[src/ivm_consts.vh]
// Purpose: Constants for the interrupt vector map block
// Assumes: APB register offsets are byte addresses, one word each
// Notes: Vector offsets are byte offsets from the relocatable base
`ifndef IVM_CONSTS_VH
`define IVM_CONSTS_VH
// Register byte offsets
`define IVM_OFF_BASE 12'h000
`define IVM_OFF_CTRL 12'h004
`define IVM_OFF_STAT 12'h008
`define IVM_OFF_MASK 12'h00C
`define IVM_OFF_VEC 12'h010
`define IVM_OFF_PEND 12'h014
// Reset values
`define IVM_BASE_RST 8'hFF
`define IVM_CTRL_RST 7'h00
// Control register field positions
`define IVM_CTRL_OVF 0
`define IVM_CTRL_EDGE 1
`define IVM_CTRL_TXE 2
`define IVM_CTRL_TXC 3
`define IVM_CTRL_RXF 4
`define IVM_CTRL_IDLE 5
`define IVM_CTRL_PER 6
// Source vector offsets, lowest byte of the 16-bit vector address
`define IVM_VOFF_TRAP 8'hF8
`define IVM_VOFF_OVF 8'hDC
`define IVM_VOFF_EDGE 8'hDA
`define IVM_VOFF_SER 8'hD6
`define IVM_VOFF_PER 8'h88
`define IVM_VOFF_SPUR 8'h80
// Status bit positions, also source index in priority order
`define IVM_SRC_OVF 3
`define IVM_SRC_EDGE 2
`define IVM_SRC_SER 1
`define IVM_SRC_PER 0
`define IVM_NSRC 4
`endif

[src/ivm_sync.v]
// Purpose: Three-stage synchroniser with second/third agreement
// Assumes: Input is asynchronous to ref_clk
// Notes: Stage one feeds only stage two
`timescale 1ns/1ns
`default_nettype none
module ivm_sync (
  input wire ref_clk, // System clock
  input wire rst_n, // Async reset, active low
  input wire din, // Raw input
  output reg dout // Filtered level
);
  reg s1_ff;
  reg s2_ff;
  reg s3_ff;
  // Shift chain; output moves only when stages two and three agree
  always @(posedge ref_clk or negedge rst_n) begin
    if (!rst_n) begin
      s1_ff <= 1'b0;
      s2_ff <= 1'b0;
      s3_ff <= 1'b0;
      dout <= 1'b0;
    end else begin
      s1_ff <= din;
      s2_ff <= s1_ff;
      s3_ff <= s2_ff;
      if (s2_ff == s3_ff) begin
        dout <= s3_ff;
      end
    end
  end
endmodule // ivm_sync
`default_nettype wire

[src/ivm_vector_map.v]
// What this block does
// - Higher vector offset wins priority, trap highest
// - Vector equals programmable base plus offset
// - Overflow at DC, I-masked, wakes wait only
// - Edge at DA, I-masked, wakes wait only
// - Serial at D6, four enables, wakes both
// - Periodic at 88, I-masked, wakes both
//
// Purpose: Vector mapping, priority and wakeup for four sources plus trap
// Assumes: Core raises vecFetch one cycle; APB slave has zero wait states
// Notes: Source requests are pins, so they are synchronised first
`timescale 1ns/1ns
`default_nettype none
`include "ivm_consts.vh"
module ivm_vector_map (
  input wire ref_clk, // 25 MHz system clock
  input wire rst_n, // Async reset, active low
  input wire psel, // APB select
  input wire penable, // APB enable
  input wire pwrite, // APB direction
  input wire [11:0] paddr, // APB byte address
  input wire [31:0] pwdata, // APB write data
  output reg [31:0] prdata, // APB read data
  output reg pready, // APB ready
  output reg pslverr, // APB error, unmapped address
  input wire accumOverflowReq, // Pulse accumulator overflow request
  input wire accumEdgeReq, // Pulse accumulator edge request
  input wire serialTxEmptyReq, // Serial transmit empty
  input wire serialTxCompleteReq, // Serial transmit complete
  input wire serialRxFullReq, // Serial receive full
  input wire serialIdleReq, // Serial idle line
  input wire periodicReq, // Periodic wakeup request
  input wire trapReq, // Unimplemented instruction trap, core side
  input wire ccrIBit, // Core I mask bit, 1 masks
  input wire stopMode, // Chip is in stop
  input wire waitMode, // Chip is in wait
  input wire vecFetch, // Core fetches a vector this cycle
  output reg irqReq, // Request to core
  output reg [15:0] vecAddr, // Vector address answer
  output reg vecValid, // Vector answer strobe
  output reg wakeReq, // Wake from stop or wait
  output reg irqOut // Status/mask level interrupt
);
  wire ovfS;
  wire edgeS;
  wire txeS;
  wire txcS;
  wire rxfS;
  wire idleS;
  wire perS;
  reg [7:0] base_ff;
  reg [6:0] ctrl_ff;
  reg [3:0] stat_ff;
  reg [3:0] mask_ff;
  reg [15:0] lastVec_ff;
  reg [3:0] evtPrev_ff;
  reg [3:0] srcRaw;
  reg [3:0] srcEn;
  reg [3:0] live;
  reg [7:0] winOff;
  reg anyLive;
  reg [3:0] nxt_stat;
  reg [31:0] rdMux;
  reg rdHit;
  reg wakeNow;
  wire wrAcc;
  wire acc;

  // Pins cross into ref_clk through three stages
  ivm_sync uOvf (.ref_clk(ref_clk), .rst_n(rst_n), .din(accumOverflowReq), .dout(ovfS));
  ivm_sync uEdge (.ref_clk(ref_clk), .rst_n(rst_n), .din(accumEdgeReq), .dout(edgeS));
  ivm_sync uTxe (.ref_clk(ref_clk), .rst_n(rst_n), .din(serialTxEmptyReq), .dout(txeS));
  ivm_sync uTxc (.ref_clk(ref_clk), .rst_n(rst_n), .din(serialTxCompleteReq), .dout(txcS));
  ivm_sync uRxf (.ref_clk(ref_clk), .rst_n(rst_n), .din(serialRxFullReq), .dout(rxfS));
  ivm_sync uIdle (.ref_clk(ref_clk), .rst_n(rst_n), .din(serialIdleReq), .dout(idleS));
  ivm_sync uPer (.ref_clk(ref_clk), .rst_n(rst_n), .din(periodicReq), .dout(perS));

  // Local enable gating of each source
  always @* begin
    srcRaw = 4'h0;
    srcEn = 4'h0;
    srcRaw[`IVM_SRC_OVF] = ovfS;
    srcEn[`IVM_SRC_OVF] = ctrl_ff[`IVM_CTRL_OVF];
    srcRaw[`IVM_SRC_EDGE] = edgeS;
    srcEn[`IVM_SRC_EDGE] = ctrl_ff[`IVM_CTRL_EDGE];
    srcRaw[`IVM_SRC_SER] = (txeS & ctrl_ff[`IVM_CTRL_TXE]) | (txcS & ctrl_ff[`IVM_CTRL_TXC])
                         | (rxfS & ctrl_ff[`IVM_CTRL_RXF]) | (idleS & ctrl_ff[`IVM_CTRL_IDLE]);
    srcEn[`IVM_SRC_SER] = 1'b1;
    srcRaw[`IVM_SRC_PER] = perS;
    srcEn[`IVM_SRC_PER] = ctrl_ff[`IVM_CTRL_PER];
    // I bit masks every maskable source
    live = (ccrIBit) ? 4'h0 : (srcRaw & srcEn);
  end

  // Priority pick; order follows descending offset
  always @* begin
    anyLive = 1'b1;
    if (trapReq) begin
      winOff = `IVM_VOFF_TRAP;
    end else if (live[`IVM_SRC_OVF]) begin
      winOff = `IVM_VOFF_OVF;
    end else if (live[`IVM_SRC_EDGE]) begin
      winOff = `IVM_VOFF_EDGE;
    end else if (live[`IVM_SRC_SER]) begin
      winOff = `IVM_VOFF_SER;
    end else if (live[`IVM_SRC_PER]) begin
      winOff = `IVM_VOFF_PER;
    end else begin
      winOff = `IVM_VOFF_SPUR;
      anyLive = 1'b0;
    end
  end

  // Wakeup: stop only for serial and periodic, wait for all
  always @* begin
    wakeNow = 1'b0;
    if (waitMode && (live != 4'h0)) begin
      wakeNow = 1'b1;
    end
    if (stopMode && (live[`IVM_SRC_SER] || live[`IVM_SRC_PER])) begin
      wakeNow = 1'b1;
    end
  end

  assign acc = psel & penable;
  assign wrAcc = acc & pwrite;

  // Sticky status: rising request sets, write-one clears, set wins
  always @* begin
    nxt_stat = stat_ff;
    if (wrAcc && paddr == `IVM_OFF_STAT) begin
      nxt_stat = stat_ff & ~pwdata[3:0];
    end
    nxt_stat = nxt_stat | (srcRaw & ~evtPrev_ff);
  end

  // Register read mux
  always @* begin
    rdHit = 1'b1;
    case (paddr)
      `IVM_OFF_BASE: rdMux = {24'h0000_00, base_ff};
      `IVM_OFF_CTRL: rdMux = {25'h000_0000, ctrl_ff};
      `IVM_OFF_STAT: rdMux = {28'h000_0000, stat_ff};
      `IVM_OFF_MASK: rdMux = {28'h000_0000, mask_ff};
      `IVM_OFF_VEC: rdMux = {16'h0000, lastVec_ff};
      `IVM_OFF_PEND: rdMux = {28'h000_0000, live};
      default: begin
        rdMux = 32'h0000_0000;
        rdHit = 1'b0;
      end
    endcase
  end

  // APB slave, answers in the access cycle with no waits
  always @(posedge ref_clk or negedge rst_n) begin
    if (!rst_n) begin
      base_ff <= `IVM_BASE_RST;
      ctrl_ff <= `IVM_CTRL_RST;
      mask_ff <= 4'h0;
      prdata <= 32'h0000_0000;
      pready <= 1'b0;
      pslverr <= 1'b0;
    end else begin
      pready <= psel & ~penable;
      pslverr <= psel & ~penable & ~rdHit;
      prdata <= (psel & ~penable & ~pwrite) ? rdMux : 32'h0000_0000;
      if (wrAcc && pready) begin
        case (paddr)
          `IVM_OFF_BASE: base_ff <= pwdata[7:0];
          `IVM_OFF_CTRL: ctrl_ff <= pwdata[6:0];
          `IVM_OFF_MASK: mask_ff <= pwdata[3:0];
          default: ctrl_ff <= ctrl_ff;
        endcase
      end
    end
  end

  // Status, edge history, interrupt line
  always @(posedge ref_clk or negedge rst_n) begin
    if (!rst_n) begin
      stat_ff <= 4'h0;
      evtPrev_ff <= 4'h0;
      irqOut <= 1'b0;
    end else begin
      stat_ff <= (acc && pready) ? nxt_stat : (stat_ff | (srcRaw & ~evtPrev_ff));
      evtPrev_ff <= srcRaw;
      irqOut <= |(nxt_stat & mask_ff);
    end
  end

  // Core-facing request and vector answer
  always @(posedge ref_clk or negedge rst_n) begin
    if (!rst_n) begin
      irqReq <= 1'b0;
      vecAddr <= 16'h0000;
      vecValid <= 1'b0;
      wakeReq <= 1'b0;
      lastVec_ff <= 16'h0000;
    end else begin
      irqReq <= anyLive;
      wakeReq <= wakeNow;
      vecValid <= vecFetch;
      if (vecFetch) begin
        // Base high byte plus even slot offset
        vecAddr <= {base_ff, winOff};
        lastVec_ff <= {base_ff, winOff};
      end
    end
  end
endmodule // ivm_vector_map
`default_nettype wire

[config.mk]
export PLATFORM = sky130hd
export DESIGN_NAME = ivm_vector_map
export DESIGN_NICKNAME = d
export VERILOG_FILES = /design/src/ivm_sync.v /design/src/ivm_vector_map.v
export VERILOG_INCLUDE_DIRS = /design/src /design/src/src
export SDC_FILE = /design/constraint.sdc
export NUM_CORES = 1
export LEC_CHECK = 0
export ABC_CLOCK_PERIOD_IN_PS = 1880
export BUFFER_PORTS_ARGS = -buffer_cell sky130_fd_sc_hd__buf_4
export CAP_MARGIN = 10
export CELL_PAD_IN_SITES_DETAIL_PLACEMENT = 0
export CELL_PAD_IN_SITES_GLOBAL_PLACEMENT = 1
export CORE_MARGIN = 4
export CORE_UTILIZATION = 41
export CTS_BUF_LIST = sky130_fd_sc_hd__clkbuf_4
export DETAILED_ROUTE_END_ITERATION = 7
export HOLD_SLACK_MARGIN = 0.02
export PLACE_DENSITY_LB_ADDON = 0.1
export SLEW_MARGIN = 20
export SYNTH_ARGS = -nofsm -noshare
export SYNTH_HDL_FRONTEND = slang
export SYNTH_HIERARCHICAL = 1
export SYNTH_SLANG_ARGS = --single-unit
[constraint.sdc]
create_clock -name ref_clk -period 1.88 [get_ports ref_clk]
set_input_delay 0.376 -clock ref_clk [delete_from_list [all_inputs] [get_ports ref_clk]]
set_output_delay 0.376 -clock ref_clk [all_outputs]
set_load 0.005 [all_outputs]
==> results.json <==
{
  "layout-drive-gt1-share_pct": 40.1,
  "reg2reg_depth": 4,
  "synth_area_per_cell_um2": 13.0,
  "regArea_mm2": 0.00229,
  "post-dp-hpwl_mm": 5.91,
  "fp-row-count": 34,
  "postSynth.asyncResetShare_pct": 100,
  "grt_use_total_pct": 15.7,
  "arrival_ns": 1.94,
  "multi_input_area_mm2": 0.00124,
  "pin_count": 115,
  "antenna_found_initial": 0,
  "syn-cell-area_mm2": 0.00366,
  "synth_top_area_share_pct": 56.8,
  "port_buffers": 73,
  "first_iter_violations": 47,
  "crit_fanout": 7,
  "period_needed_ns": 1.64,
  "power_mw": 3.27,
  "end_kind": "flop",
  "cpPeakStageDelay_ns": 0.37,
  "core_region_area_mm2": 0.00868,
  "cts_tree": "yes",
  "gr-usage-met1_pct": 21.4,
  "diodes": 0,
  "final_cell_area_mm2": 0.00455,
  "area_growth_pct": 24.4,
  "start_kind": "flop",
  "yosys.area.top_type": "dfrtp_1",
  "final_net_count": 440,
  "cts_buffers": 9,
  "hp-start": "waitMode",
  "grt_max_degree": 41,
  "fillers": 794,
  "cts.sinks": 91,
  "maxSlewHeadroom_pct": 61.4,
  "clock_skew_ns": 0.0175,
  "cp_cell_sequence": "nand4_1, nor4_4, buf_4, mux2_2",
  "vias_per_cell": 4.98,
  "min_path_type": "in -> reg",
  "outcome": "finished, final reports clean",
  "top_usage_layer": "met2",
  "maxCapViolCount": 0,
  "yosysWarnings": 6,
  "die_w_um": 102,
  "layout_setup_ws_ns": 0.235,
  "clockBufferDepth": 2,
  "clkSlewWorstSetupHoldPaths_ns": 0.14,
  "grt_pass1_wl_mm": 12.5,
  "path_class": "reg -> reg",
  "htreeDepth": 3,
  "wl_per_cell_um": 15.9,
  "tightest_slew_ns": 0.579,
  "clock_latency_ns": 0.42,
  "synth_common_cells": "dfrtp_1 (83), mux2_2 (28), buf_4 (18), nor2_1 (17), nand2_1 (15)",
  "rsz0062_at_grt": "false",
  "crit_required_ns": 2.18,
  "synth-edff-count": 0,
  "rrSetupSlack_ns": 0.24,
  "yosysSeqAreaShare_pct": 62.6,
  "worst-path-buf-inv": 1,
  "critical_path.top_delay_family": "simple AND/OR/NAND/NOR gates",
  "grt_pass1_vias": 2344,
  "p_per_area_mw_per_mm2": 719,
  "ys_ff_latch": 91,
  "num_vias": 2451,
  "hold_violations": 0,
  "slew_violations": 0,
  "drt_pass1_iterations": 4,
  "drcViolationCount": 0,
  "totalWireLength_mm": 7.84,
  "grt_util_met3_pct": 3.69,
  "final-setup-viol-count": 0,
  "grt_overflow": 0,
  "max_freq_mhz": 608,
  "dieHeight_um": 102,
  "r2r_start": "pready",
  "synth_flop_cell": "dfrtp_1",
  "gp_congestion": 0.808,
  "finalNonFillerCells": 492,
  "vdd_drop_max_mv": 0.456,
  "yosysMostFrequentCell": "dfrtp_1",
  "hold_depth": 3,
  "synthCells": 282,
  "dpl.cell_count": 468,
  "p_leak_nw": 2.18,
  "post_cts_buffers": 0,
  "met2_usage_pct": 24.9,
  "synth.area.top_cells": "dfrtp_1 (57%), mux2_2 (8.6%), dfstp_2 (5.7%)",
  "cts_root_buf": "clkbuf_4",
  "crit_slowest_cell": "dfrtp_1",
  "start_util_pct": 42.1,
  "place_area_mm2": 0.00435,
  "fin_crit_sh_pct": 87.5,
  "ys_types": 44,
  "hold_end": "wakeReq",
  "die-area_mm2": 0.0105,
  "drtAntennaViolNets": 0,
  "r2r-end": "ctrl_ff[2]",
  "pre_cts_slack_ns": -0.138,
  "finalSetupTns_ns": 0
}
[worst max path at each step]
stage | from | to | slack, ns | cells after the start
4_1_cts | pready | ctrl_ff[2] | 0.22 | 4
2_1_floorplan | paddr[1] | ctrl_ff[0] | 0.06 | 4
3_3_place_gp | paddr[7] | prdata[7] | -0.11 | 6
5_1_grt | ctrl_ff[4] | irqOut | 0.13 | 5
6_report | pready | ctrl_ff[2] | 0.24 | 4
3_5_place_dp | paddr[7] | ctrl_ff[2] | -0.14 | 6
[registers in the layout (all words and copies together) (netlist names), 4 cells and up]
signal,flops
prdata,16
stat_ff,4
ctrl_ff,7
lastVec_ff,14
evtPrev_ff,4
mask_ff,4
base_ff,8
[logic make-up (layout without fill, tap and decap cells)]
logic type | Yosys count | after routing | synth area share (%)
AOI/OAI and AO/OA | 42 | 42 | 7.05
and+or+nand+nor | 73 | 73 | 11.7
buffers and inverters | 32 | 118 | 5.20
muxes | 36 | 36 | 11.2
other | 1 | 17 | 0.103
adders and majority gates | 7 | 7 | 2.16
DFF | 91 | 91 | 62.6
[final cells by class]
type,count,area share [%]
clock inverters,5,0.825
clock buffers,11,1.82
flip-flops and latches,91,50.3
inverters,8,0.660
repair buffers,94,16.2
well taps,108,2.97
multi-input cells,175,27.2
[metrics by stage]
step	hold slack (ns)	util [%]
floorplan	0.0804	-
global placement	0.265	50.1
detailed placement	0.261	50.1
CTS	0.0211	51.8
global route	0.119	52.4
finish	0.173	52.4
[report_power, final]
| group | internal, mW | switching [mW] | leakage [nW] |
|---|---|---|---|
| clock network | 0.310 | 0.650 | 0.0639 |
| logic | 0.131 | 0.136 | 0.978 |
| registers | 2.01 | 0.0336 | 1.14 |
| total | 2.45 | 0.819 | 2.18 |
[layer usage]
metal	vias up	routed length, um
li1	1156	-
met1	1215	3400
met2	70	3830
met3	10	508
met4	0	99
met5	-	0
[layout by cell type, fill, tap and decap left out, drive strengths merged, types with 2 or more instances in the layout]
master and instances:
clkinvlp 2, a21oi 13, o22ai 3, nor2 17
a21o 4, and2 8, o21ai 10, mux2i 6
nand4 2, a31oi 2, dlygate4sd3 8, conb 17
a22oi 3, dfstp 8, a32oi 2, or2 2
nand3 3, dfrtp 83, nand2b 3, nand2 15
buf 86, nor2b 4, clkbuf 11, mux2 29
or3 4, nor3 5, inv 10, nor4 6
and3 2, maj3 7
[worst min-delay path, cell delays in order]
cell and delay (ns):
buf_4 0.08, o31ai_1 0.05, nand2_1 0.07
[repair_timing]
action                                 in CTS  in global routing
setup endpoints to repair                   0                  0
hold buffers                                3                  5
resized for setup                           0                  0
endpoints found under the hold margin      13                  5
(Power assumes the default switching activity.)
